$ cat src/mip_defines.svh
// offsets, field positions, masks and reset values of the interrupt block
`ifndef MIP_DEFINES_SVH
`define MIP_DEFINES_SVH

// ----------------------------------------------------------------
// register offsets in the special-function space
// ----------------------------------------------------------------
`define MIP_ADDR_TIMER_CTL 8'h88
`define MIP_ADDR_ENABLE 8'ha8
`define MIP_ADDR_PRIO 8'hb8
`define MIP_ADDR_TICK_EN 8'he8
`define MIP_ADDR_TICK_PRIO 8'hf8
`define MIP_ADDR_VEC 8'hf7

// ----------------------------------------------------------------
// field positions
// ----------------------------------------------------------------
`define MIP_BIT_GLOBAL 7
`define MIP_BIT_T0 1
`define MIP_BIT_T1 3
`define MIP_BIT_SER 4
`define MIP_BIT_AGG 5
`define MIP_BIT_KTK 0
`define MIP_BIT_RUN0 4
`define MIP_BIT_OVF0 5
`define MIP_BIT_RUN1 6
`define MIP_BIT_OVF1 7

// ----------------------------------------------------------------
// writable masks and reset values
// ----------------------------------------------------------------
`define MIP_WMASK_ENABLE 8'hba
`define MIP_WMASK_PRIO 8'h3a
`define MIP_WMASK_K 8'h01
`define MIP_WMASK_TIMER_CTL 8'hf0
`define MIP_RESET_REG 8'h00
`define MIP_VEC_NONE 8'h00

// ----------------------------------------------------------------
// vector queue depth
// ----------------------------------------------------------------
`define MIP_QUEUE_DEPTH 8

`endif

$ cat src/mip_pkg.sv
// types shared by the interrupt enable and priority block
package mip_pkg;

    // source selected for the core
    typedef enum logic [2:0] {
        MIP_SRC_T0 = 3'h0,
        MIP_SRC_T1 = 3'h1,
        MIP_SRC_SER = 3'h2,
        MIP_SRC_AGG = 3'h3,
        MIP_SRC_KTK = 3'h4
    } mip_src_t;

    // special-function register access from the core
    typedef struct packed {
        logic wr;
        logic rd;
        logic [7:0] addr;
        logic [7:0] wdata;
    } mip_sfr_req_t;

    // core vectoring handshake
    typedef struct packed {
        logic ack;
        logic reti;
    } mip_core_evt_t;

    // one pending internal source
    typedef struct packed {
        logic valid;
        logic [3:0] group;
        logic [2:0] index;
    } mip_entry_t;

    // request to the core
    typedef struct packed {
        logic valid;
        logic high;
        mip_src_t src;
    } mip_irq_t;

endpackage

$ cat src/mip_intc.sv
// interrupt enable, priority, timer flags and internal vector logic
`timescale 1ns/1ps

module mip_intc
    import mip_pkg::*;
(
    // clock, reset, enable
    input wire logic i_sys_clk,
    input wire logic i_rst_b,
    input wire logic i_clk_en,
    // register access
    input wire mip_sfr_req_t i_sfr,
    output logic [7:0] o_sfr_rdata,
    // core vectoring
    input wire mip_core_evt_t i_core,
    output logic o_irq_valid,
    output logic o_irq_high,
    output mip_src_t o_irq_src,
    // sources
    input wire logic i_timer0_ovf,
    input wire logic i_timer1_ovf,
    input wire logic i_serial_irq,
    input wire logic i_kernel_tick_irq,
    input wire logic i_src_event,
    input wire logic [3:0] i_src_group,
    input wire logic [2:0] i_src_index,
    // reset events
    input wire logic i_watchdog_rst,
    input wire logic i_usb_bus_rst,
    input wire logic i_usb_reset_propagate,
    // status
    output logic o_timer0_run,
    output logic o_timer1_run,
    output logic o_internal_agg_request_b
);
    `include "mip_defines.svh"

    // ----------------------------------------------------------------
    // state
    // ----------------------------------------------------------------
    typedef struct packed {
        logic [7:0] timer_run_and_overflow;
        logic [7:0] core_interrupt_enable;
        logic [7:0] core_interrupt_priority;
        logic [7:0] kernel_tick_enable;
        logic [7:0] kernel_tick_priority;
        logic hi_active;
        logic lo_active;
        mip_irq_t irq;
        logic [7:0] rdata;
        logic agg_b;
    } mip_state_t;

    mip_state_t st_reg;
    mip_state_t st_next;

    logic soft_clear;
    logic q_pending;
    logic [7:0] head_vector;
    logic vec_write;
    logic [4:0] req;
    logic [4:0] prio;
    logic [4:0] hi_set;
    logic [4:0] lo_set;
    logic ack_t0;
    logic ack_t1;

    // ----------------------------------------------------------------
    // reset events and vector queue
    // ----------------------------------------------------------------

    // watchdog always clears, usb reset only when propagated
    assign soft_clear = i_watchdog_rst |
        (i_usb_bus_rst & i_usb_reset_propagate);
    assign vec_write = i_sfr.wr && i_sfr.addr == `MIP_ADDR_VEC;

    mip_vector_queue u_queue (
        .i_sys_clk(i_sys_clk),
        .i_rst_b(i_rst_b),
        .i_clk_en(i_clk_en),
        .i_clear(soft_clear),
        .i_push(i_src_event),
        .i_push_group(i_src_group),
        .i_push_index(i_src_index),
        .i_pop(vec_write),
        .o_head_vector(head_vector),
        .o_pending(q_pending)
    );

    // ----------------------------------------------------------------
    // request gating and priority
    // ----------------------------------------------------------------

    // per-source request after its own enable
    always_comb
    begin
        req[0] = st_reg.timer_run_and_overflow[`MIP_BIT_OVF0] &
            st_reg.core_interrupt_enable[`MIP_BIT_T0];
        req[1] = st_reg.timer_run_and_overflow[`MIP_BIT_OVF1] &
            st_reg.core_interrupt_enable[`MIP_BIT_T1];
        req[2] = i_serial_irq &
            st_reg.core_interrupt_enable[`MIP_BIT_SER];
        req[3] = q_pending &
            st_reg.core_interrupt_enable[`MIP_BIT_AGG];
        req[4] = i_kernel_tick_irq &
            st_reg.kernel_tick_enable[`MIP_BIT_KTK];
        if (!st_reg.core_interrupt_enable[`MIP_BIT_GLOBAL])
        begin
            req = 5'h00;
        end
        prio[0] = st_reg.core_interrupt_priority[`MIP_BIT_T0];
        prio[1] = st_reg.core_interrupt_priority[`MIP_BIT_T1];
        prio[2] = st_reg.core_interrupt_priority[`MIP_BIT_SER];
        prio[3] = st_reg.core_interrupt_priority[`MIP_BIT_AGG];
        prio[4] = st_reg.kernel_tick_priority[`MIP_BIT_KTK];
        hi_set = req & prio;
        lo_set = req & ~prio;
    end

    // vectoring to a timer routine clears that overflow flag
    assign ack_t0 = i_core.ack && st_reg.irq.valid &&
        st_reg.irq.src == MIP_SRC_T0;
    assign ack_t1 = i_core.ack && st_reg.irq.valid &&
        st_reg.irq.src == MIP_SRC_T1;

    // ----------------------------------------------------------------
    // next state
    // ----------------------------------------------------------------
    always_comb
    begin
        st_next = st_reg;
        // register writes
        if (i_sfr.wr)
        begin
            unique case (i_sfr.addr)
                `MIP_ADDR_TIMER_CTL:
                    st_next.timer_run_and_overflow =
                        i_sfr.wdata & `MIP_WMASK_TIMER_CTL;
                `MIP_ADDR_ENABLE:
                    st_next.core_interrupt_enable =
                        i_sfr.wdata & `MIP_WMASK_ENABLE;
                `MIP_ADDR_PRIO:
                    st_next.core_interrupt_priority =
                        i_sfr.wdata & `MIP_WMASK_PRIO;
                `MIP_ADDR_TICK_EN:
                    st_next.kernel_tick_enable =
                        i_sfr.wdata & `MIP_WMASK_K;
                `MIP_ADDR_TICK_PRIO:
                    st_next.kernel_tick_priority =
                        i_sfr.wdata & `MIP_WMASK_K;
                default:
                    st_next.rdata = st_reg.rdata;
            endcase
        end
        // flag clear on vectoring, overflow set wins over that clear and a write, soft_clear wins over overflow set
        if (ack_t0)
        begin
            st_next.timer_run_and_overflow[`MIP_BIT_OVF0] = 1'b0;
        end
        if (ack_t1)
        begin
            st_next.timer_run_and_overflow[`MIP_BIT_OVF1] = 1'b0;
        end
        if (i_timer0_ovf)
        begin
            st_next.timer_run_and_overflow[`MIP_BIT_OVF0] = 1'b1;
        end
        if (i_timer1_ovf)
        begin
            st_next.timer_run_and_overflow[`MIP_BIT_OVF1] = 1'b1;
        end
        // register reads, vector shows the queue head
        if (i_sfr.rd)
        begin
            unique case (i_sfr.addr)
                `MIP_ADDR_TIMER_CTL:
                    st_next.rdata = st_reg.timer_run_and_overflow;
                `MIP_ADDR_ENABLE:
                    st_next.rdata = st_reg.core_interrupt_enable;
                `MIP_ADDR_PRIO:
                    st_next.rdata = st_reg.core_interrupt_priority;
                `MIP_ADDR_TICK_EN:
                    st_next.rdata = st_reg.kernel_tick_enable;
                `MIP_ADDR_TICK_PRIO:
                    st_next.rdata = st_reg.kernel_tick_priority;
                `MIP_ADDR_VEC:
                    st_next.rdata = head_vector;
                default:
                    st_next.rdata = `MIP_RESET_REG;
            endcase
        end
        // in-service levels follow vectoring and return
        if (i_core.reti)
        begin
            if (st_reg.hi_active)
            begin
                st_next.hi_active = 1'b0;
            end
            else
            begin
                st_next.lo_active = 1'b0;
            end
        end
        if (i_core.ack && st_reg.irq.valid)
        begin
            if (st_reg.irq.high)
            begin
                st_next.hi_active = 1'b1;
            end
            else
            begin
                st_next.lo_active = 1'b1;
            end
        end
        // pick the request: high preempts low, fixed order within level
        st_next.irq = '0;
        if (!st_reg.hi_active && hi_set != 5'h00)
        begin
            st_next.irq.valid = 1'b1;
            st_next.irq.high = 1'b1;
            for (int i = 4; i >= 0; i--)
            begin
                if (hi_set[i])
                begin
                    st_next.irq.src = mip_src_t'(i[2:0]);
                end
            end
        end
        else if (!st_reg.hi_active && !st_reg.lo_active &&
            lo_set != 5'h00)
        begin
            st_next.irq.valid = 1'b1;
            for (int i = 4; i >= 0; i--)
            begin
                if (lo_set[i])
                begin
                    st_next.irq.src = mip_src_t'(i[2:0]);
                end
            end
        end
        // no second request in the cycle after a take
        if (i_core.ack)
        begin
            st_next.irq = '0;
        end
        // level request, low while any internal source waits
        st_next.agg_b = ~q_pending;
        // watchdog or propagated usb reset clears control state
        if (soft_clear)
        begin
            st_next.timer_run_and_overflow = `MIP_RESET_REG;
            st_next.core_interrupt_enable = `MIP_RESET_REG;
            st_next.core_interrupt_priority = `MIP_RESET_REG;
            st_next.kernel_tick_enable = `MIP_RESET_REG;
            st_next.kernel_tick_priority = `MIP_RESET_REG;
            st_next.hi_active = 1'b0;
            st_next.lo_active = 1'b0;
            st_next.irq = '0;
        end
    end

    // ----------------------------------------------------------------
    // state register
    // ----------------------------------------------------------------
    always_ff @(posedge i_sys_clk or negedge i_rst_b)
    begin
        if (!i_rst_b)
        begin
            st_reg <= '0;
            st_reg.agg_b <= 1'b1;
        end
        else if (i_clk_en)
        begin
            st_reg <= st_next;
        end
    end

    // outputs straight from flops
    assign o_sfr_rdata = st_reg.rdata;
    assign o_irq_valid = st_reg.irq.valid;
    assign o_irq_high = st_reg.irq.high;
    assign o_irq_src = st_reg.irq.src;
    assign o_timer0_run = st_reg.timer_run_and_overflow[`MIP_BIT_RUN0];
    assign o_timer1_run = st_reg.timer_run_and_overflow[`MIP_BIT_RUN1];
    assign o_internal_agg_request_b = st_reg.agg_b;
endmodule

$ cat src/mip_vector_queue.sv
// pending queue of internal sources, highest group first, fcfs in group
`timescale 1ns/1ps

module mip_vector_queue
    import mip_pkg::*;
(
    // clock and reset
    input wire logic i_sys_clk,
    input wire logic i_rst_b,
    input wire logic i_clk_en,
    // control
    input wire logic i_clear,
    input wire logic i_push,
    input wire logic [3:0] i_push_group,
    input wire logic [2:0] i_push_index,
    input wire logic i_pop,
    // status
    output logic [7:0] o_head_vector,
    output logic o_pending
);
    `include "mip_defines.svh"

    typedef struct packed {
        mip_entry_t [`MIP_QUEUE_DEPTH-1:0] ent;
    } mip_queue_state_t;

    mip_queue_state_t q_reg;
    mip_queue_state_t q_next;

    logic [2:0] head_pos;
    logic head_ok;
    logic dup;
    logic placed;

    // head search, pop with shift-down, append of new arrivals
    always_comb
    begin
        q_next = q_reg;
        head_pos = 3'h0;
        head_ok = 1'b0;
        dup = 1'b0;
        placed = 1'b0;
        // oldest entry of the highest group wins
        for (int i = 0; i < `MIP_QUEUE_DEPTH; i++)
        begin
            if (q_reg.ent[i].valid && (!head_ok ||
                q_reg.ent[i].group > q_reg.ent[head_pos].group))
            begin
                head_pos = i[2:0];
                head_ok = 1'b1;
            end
        end
        // a write removes the current vector
        if (i_pop && head_ok)
        begin
            for (int i = 0; i < `MIP_QUEUE_DEPTH - 1; i++)
            begin
                if (i >= int'(head_pos))
                begin
                    q_next.ent[i] = q_reg.ent[i+1];
                end
            end
            q_next.ent[`MIP_QUEUE_DEPTH-1] = '0;
        end
        // one copy per source; a full queue drops the arrival
        for (int i = 0; i < `MIP_QUEUE_DEPTH; i++)
        begin
            if (q_next.ent[i].valid &&
                q_next.ent[i].group == i_push_group &&
                q_next.ent[i].index == i_push_index)
            begin
                dup = 1'b1;
            end
        end
        if (i_push && !dup && i_push_group != 4'h0)
        begin
            for (int i = 0; i < `MIP_QUEUE_DEPTH; i++)
            begin
                if (!placed && !q_next.ent[i].valid)
                begin
                    q_next.ent[i] = {1'b1, i_push_group, i_push_index};
                    placed = 1'b1;
                end
            end
        end
        // reset events discard everything pending
        if (i_clear)
        begin
            q_next = '0;
        end
        o_pending = head_ok;
        o_head_vector = head_ok ? {q_reg.ent[head_pos].group,
            q_reg.ent[head_pos].index, 1'b0} : `MIP_VEC_NONE;
    end

    // queue storage
    always_ff @(posedge i_sys_clk or negedge i_rst_b)
    begin
        if (!i_rst_b)
        begin
            q_reg <= '0;
        end
        else if (i_clk_en)
        begin
            q_reg <= q_next;
        end
    end

endmodule

$ cat config.mk
export PLATFORM = sky130hd
export DESIGN_NAME = mip_intc
export DESIGN_NICKNAME = d
export VERILOG_FILES = /design/src/mip_pkg.sv /design/src/mip_intc.sv /design/src/mip_vector_queue.sv
export VERILOG_INCLUDE_DIRS = /design/src
export SDC_FILE = /design/constraint.sdc
export NUM_CORES = 1
export LEC_CHECK = 0
export BUFFER_PORTS_ARGS = -buffer_cell sky130_fd_sc_hd__buf_2
export CAP_MARGIN = 20
export CELL_PAD_IN_SITES_DETAIL_PLACEMENT = 1
export CELL_PAD_IN_SITES_GLOBAL_PLACEMENT = 2
export CORE_MARGIN = 5
export CORE_UTILIZATION = 25
export DETAILED_ROUTE_END_ITERATION = 10
export GPL_TIMING_DRIVEN = 0
export PLACE_DENSITY = 0.69
export SETUP_SLACK_MARGIN = 0.5
export SKIP_LAST_GASP = 1
export SYNTH_ARGS = -nofsm -noshare
export SYNTH_HDL_FRONTEND = slang
export SYNTH_SLANG_ARGS = --single-unit
$ cat constraint.sdc
create_clock -name i_sys_clk -period 15 [get_ports i_sys_clk]
set_clock_uncertainty 0.1 [all_clocks]
set_input_delay 0.75 -clock i_sys_clk [delete_from_list [all_inputs] [get_ports i_sys_clk]]
set_output_delay 0.75 -clock i_sys_clk [all_outputs]
set_load 0.005 [all_outputs]
==> report_table.html <==
<table>
<tr><th>Metric</th><th>Value</th></tr>
<tr><th colspan="2">Logic synthesis</th></tr>
<tr><td>Yosys cell types</td><td>93</td></tr>
<tr><td>Main area contributors after synthesis</td><td>sky130_fd_sc_hd__dfrtp_1 26%, sky130_fd_sc_hd__nand2_1 6.3%, sky130_fd_sc_hd__mux2i_1 6.1%</td></tr>
<tr><td>Netlist area before placement</td><td>0.00893 mm^2</td></tr>
<tr><td>Share of synthesized area spent on multiplexers</td><td>0.0845</td></tr>
<tr><td>Area share of and/or/nand/nor cells after synthesis</td><td>0.227</td></tr>
<tr><td>Most used flip-flop cell after synthesis</td><td>sky130_fd_sc_hd__dfrtp_1</td></tr>
<tr><td>Number of synthesized flops with an enable pin</td><td>0</td></tr>
<tr><td>Post-synth top area share</td><td>0.263</td></tr>
<tr><td>Share of the yosys chip area belonging to registers</td><td>0.266</td></tr>
<tr><td>Fraction of the mapped netlist area in compound gates</td><td>0.276</td></tr>
<tr><td>Synth warn</td><td>0</td></tr>
<tr><td>Cell count after synthesis</td><td>1123</td></tr>
<tr><td>Cell taking the most area after synthesis</td><td>sky130_fd_sc_hd__dfrtp_1</td></tr>
<tr><td>Post-Synthesis Mean Instance Area</td><td>7.95 um^2</td></tr>
<tr><td>Combinational family with the most area after synthesis</td><td>compound AO/OA/AOI/OAI gates</td></tr>
<tr><td>Fraction of synthesis flops using an asynchronous set or reset pin</td><td>1.00</td></tr>
<tr><td>Fraction of synthesized cell area in xor and xnor cells</td><td>0.0382</td></tr>
<tr><td>Post-synthesis sequential element count</td><td>95</td></tr>
<tr><td>Most frequent cell after synthesis</td><td>sky130_fd_sc_hd__nand2_1</td></tr>
<tr><td>Post-synthesis net count</td><td>1189</td></tr>
<tr><td>Area share of fa/ha/maj cells after synthesis</td><td>0.0392</td></tr>
<tr><td>Synth cell count leaders</td><td>150 x sky130_fd_sc_hd__nand2_1, 94 x sky130_fd_sc_hd__dfrtp_1, 90 x sky130_fd_sc_hd__o21ai_0</td></tr>
<tr><th colspan="2">Timing</th></tr>
<tr><td>Final max-slew violation count</td><td>0</td></tr>
<tr><td>Total count of hold-check failures in the final report</td><td>0</td></tr>
<tr><td>Worst slack on hold paths</td><td>0.252 ns</td></tr>
<tr><td>Fraction of the cycle the final worst path needs</td><td>0.925</td></tr>
<tr><td>Actual transition at the worst max-transition pin</td><td>1.11 ns</td></tr>
<tr><td>Worst setup slack after layout</td><td>1.12 ns</td></tr>
<tr><td>Min cycle time layout</td><td>13.88 ns</td></tr>
<tr><td>Final setup viols</td><td>0</td></tr>
<tr><td>F_max</td><td>72.1 MHz</td></tr>
<tr><td>Setup repair after global routing missed its margin</td><td>false</td></tr>
<tr><td>Remaining max-slew budget at the tightest pin</td><td>0.262</td></tr>
<tr><th colspan="2">Clocking</th></tr>
<tr><td>Post-CTS Hold Buffers</td><td>0</td></tr>
<tr><td>TritonCTS clock tree</td><td>yes</td></tr>
<tr><td>Number of buffers added by the clock tree synthesis step</td><td>9</td></tr>
<tr><td>CTS H-tree depth</td><td>3</td></tr>
<tr><td>Skew-Pair Late Insertion Delay</td><td>0.37 ns</td></tr>
<tr><td>CTS Root Cell</td><td>sky130_fd_sc_hd__clkbuf_16</td></tr>
<tr><td>Register clock-pin slew on the reported worst setup and hold paths</td><td>0.09 ns</td></tr>
<tr><td>Clock Tree Buf Depth</td><td>2</td></tr>
<tr><td>Number of sinks handled by clock tree synthesis</td><td>95</td></tr>
<tr><th colspan="2">Placement</th></tr>
<tr><td>Setup Slack @ Placement</td><td>-2.08 ns</td></tr>
<tr><td>DPL Wire Length</td><td>34.4 mm</td></tr>
<tr><td>Total cell area at the placement stage</td><td>0.00977 mm^2</td></tr>
<tr><td>Final weighted congestion in routability-driven placement</td><td>1.02</td></tr>
<tr><td>Buffers on Ports</td><td>45</td></tr>
<tr><td>Number of placed instances, taps included</td><td>1631</td></tr>
<tr><th colspan="2">Detailed routing</th></tr>
<tr><td>Routed via count</td><td>9913</td></tr>
<tr><td>Routed Wire Length</td><td>46.2 mm</td></tr>
<tr><td>TritonRoute pass-1 iters</td><td>7</td></tr>
<tr><td>Count of routing violations after the opening detailed-route iteration</td><td>880</td></tr>
<tr><td>Number of DRC violations after detailed routing</td><td>0</td></tr>
<tr><td>Drt wl/cell</td><td>27.5 um</td></tr>
<tr><td>Vias per inst</td><td>5.90</td></tr>
<tr><td>Remaining number of nets flagged by the antenna check after routing</td><td>0</td></tr>
<tr><th colspan="2">Cells and area</th></tr>
<tr><td>NumNets Final</td><td>1279</td></tr>
<tr><td>Fraction of final layout cells with drive strength greater than 1</td><td>0.188</td></tr>
<tr><td>Antenna diodes</td><td>0</td></tr>
<tr><td>Post-route cell area</td><td>0.0106 mm^2</td></tr>
<tr><td>Flip-flop count of the largest register after layout</td><td>64</td></tr>
<tr><td>Area growth from synthesis to final layout</td><td>18.5%</td></tr>
<tr><td>Fin cells</td><td>1679</td></tr>
<tr><th colspan="2">Floorplan</th></tr>
<tr><td>Initial core utilization</td><td>0.252</td></tr>
<tr><td>Area of the core region</td><td>0.0354 mm^2</td></tr>
<tr><td>Width of the die</td><td>199 um</td></tr>
<tr><td>Top-level I/O count</td><td>54</td></tr>
<tr><td>Row cnt</td><td>69</td></tr>
<tr><td>Height of the die</td><td>199 um</td></tr>
<tr><td>Full die area</td><td>0.0396 mm^2</td></tr>
<tr><th colspan="2">GRT</th></tr>
<tr><td>Antenna violations before repair</td><td>1</td></tr>
<tr><td>Congestion Overflow GR</td><td>0</td></tr>
<tr><td>Largest net degree at the start of global routing</td><td>65</td></tr>
<tr><td>Via count of the first global-routing pass</td><td>9966</td></tr>
<tr><td>All-layer global routing usage</td><td>0.228</td></tr>
<tr><td>Global-route wire length before repair</td><td>67.5 mm</td></tr>
<tr><th colspan="2">Power and ir drop</th></tr>
<tr><td>Total power per unit cell area</td><td>65.7 mW/mm^2</td></tr>
<tr><td>Total leakage power</td><td>0.00412 uW</td></tr>
<tr><td>Maximum vdd drop</td><td>0.0544 mV</td></tr>
<tr><th colspan="2">Worst setup path</th></tr>
<tr><td>Kind of capture point of the worst setup path</td><td>flip-flop</td></tr>
<tr><td>Most Frequent Cell on Critical Path</td><td>sky130_fd_sc_hd__ha_1</td></tr>
<tr><td>Crit path DAT</td><td>13.98 ns</td></tr>
<tr><td>Crit path required time</td><td>15.10 ns</td></tr>
<tr><td>Critical Path Fanout Max</td><td>10</td></tr>
<tr><td>Largest stage delay on the critical path</td><td>0.53 ns</td></tr>
<tr><td>Slowest stage cell, crit path</td><td>sky130_fd_sc_hd__a2111oi_4</td></tr>
<tr><td>Startpoint type of the worst setup path</td><td>flip-flop</td></tr>
<tr><td>Worst Path Class, Setup</td><td>reg2reg</td></tr>
<tr><th colspan="2">Flow run</th></tr>
<tr><td>Max Cap Violations</td><td>0</td></tr>
<tr><th colspan="2">Worst hold path</th></tr>
<tr><td>Hold WC Path Type</td><td>in2async</td></tr>
<tr><th colspan="2">Outcome</th></tr>
<tr><td>Outcome</td><td>finished clean</td></tr>
</table>
-- power breakdown --
group	internal, uW	switching [uW]
clock network	117	127
registers	264	10.5
logic	61.2	116
total	441	254
-- metrics by stage --
| step | power (uW) | util | TNS [ns] |
|---|---|---|---|
| floorplan | 372 | - | 0 |
| global placement | 434 | 0.275 | -101.67 |
| detailed placement | 438 | 0.276 | -124.67 |
| CTS | 688 | 0.294 | 0 |
| global route | 719 | 0.299 | 0 |
| finish | 695 | 0.299 | 0 |
-- layer usage --
layer | GRT usage | part of all wire | up-vias
li1 | - | - | 4371
met1 | 0.324 | 0.45 | 5079
met2 | 0.354 | 0.45 | 365
met3 | 0.0320 | 0.062 | 96
met4 | 0.0811 | 0.039 | 2
met5 | 0 | 0.00028 | -
-- layout make-up --
type	count	area (um^2)
inverters	51	191
repair buffers	79	538
multi-input cells	892	6160
fillers	4264	24800
flip-flops and latches	95	2380
well taps	461	577
plain buffers	85	442
clock inverters	7	65.1
clock buffers	9	225
-- placed cells by master, fill, tap and decap left out, types with 7 or more instances in the layout --
cell type	n
sky130_fd_sc_hd__a21o_1	13
sky130_fd_sc_hd__xor2_1	16
sky130_fd_sc_hd__nor3_1	20
sky130_fd_sc_hd__a21oi_2	7
sky130_fd_sc_hd__o2111ai_1	8
sky130_fd_sc_hd__o221ai_1	8
sky130_fd_sc_hd__o21ai_1	7
sky130_fd_sc_hd__clkbuf_16	9
sky130_fd_sc_hd__a221oi_1	7
sky130_fd_sc_hd__a22oi_1	11
sky130_fd_sc_hd__xnor2_1	23
sky130_fd_sc_hd__a21oi_1	44
sky130_fd_sc_hd__o2bb2ai_1	18
sky130_fd_sc_hd__a31oi_1	10
sky130_fd_sc_hd__nand3_1	47
sky130_fd_sc_hd__mux2_2	19
sky130_fd_sc_hd__ha_1	28
sky130_fd_sc_hd__nand2_1	147
sky130_fd_sc_hd__o21ai_0	86
sky130_fd_sc_hd__and3_1	11
sky130_fd_sc_hd__nor2_1	58
sky130_fd_sc_hd__mux2i_1	53
sky130_fd_sc_hd__o211ai_1	19
sky130_fd_sc_hd__buf_4	48
sky130_fd_sc_hd__a22o_1	8
sky130_fd_sc_hd__nor2b_1	12
sky130_fd_sc_hd__inv_1	48
sky130_fd_sc_hd__clkbuf_1	45
sky130_fd_sc_hd__nor4_1	10
sky130_fd_sc_hd__buf_2	58
sky130_fd_sc_hd__o22ai_1	27
sky130_fd_sc_hd__dfrtp_1	90
sky130_fd_sc_hd__nand4_1	17
-- worst max-delay path, delay by kind of cell, from the launching register on --
| family | cells | cell delay [ns] |
|---|---|---|
| DFF | 1 | 0.47 |
| buffers and inverters | 9 | 1.73 |
| and+or+nand+nor | 17 | 2.39 |
| AOI/OAI and AO/OA | 29 | 5.70 |
| muxes | 3 | 1.10 |
| adders and majority gates | 7 | 2.15 |
-- cells by family (layout without fill, tap and decap cells) --
group	Yosys count	after routing
compound gates	358	358
xor+xnor	39	39
fa+ha+maj	28	28
buf+inv	136	231
flops	95	95
mux	73	73
simple gates	394	394
-- path summary, 6_finish.rpt --
path	to	slack [ns]	cells past startpoint	from
setup / recovery	u_queue.q_reg[31]$_DFFE_PN0P_	1.12	65	u_queue.q_reg[6]$_DFFE_PN0P_
hold / removal	u_queue.q_reg[63]$_DFFE_PN0P_	0.25	1	i_rst_b
setup reg to reg	u_queue.q_reg[31]$_DFFE_PN0P_	1.12	65	u_queue.q_reg[6]$_DFFE_PN0P_
hold reg to reg	o_sfr_rdata[7]$_DFFE_PN0P_	0.39	1	o_sfr_rdata[7]$_DFFE_PN0P_
max in group asynchronous	u_queue.q_reg[6]$_DFFE_PN0P_	13.79	2	i_rst_b
min in group i_sys_clk	o_sfr_rdata[7]$_DFFE_PN0P_	0.39	1	o_sfr_rdata[7]$_DFFE_PN0P_
-- timing repair --
| item | CTS | global route |
|---|---|---|
| setup endpoints to repair | 71 | 71 |
| setup buffers | 21 | 11 |
| pin swaps | 12 | 7 |
| gates resized for setup | 41 | 29 |
No activity file was read; power rests on OpenSTA's default activity.
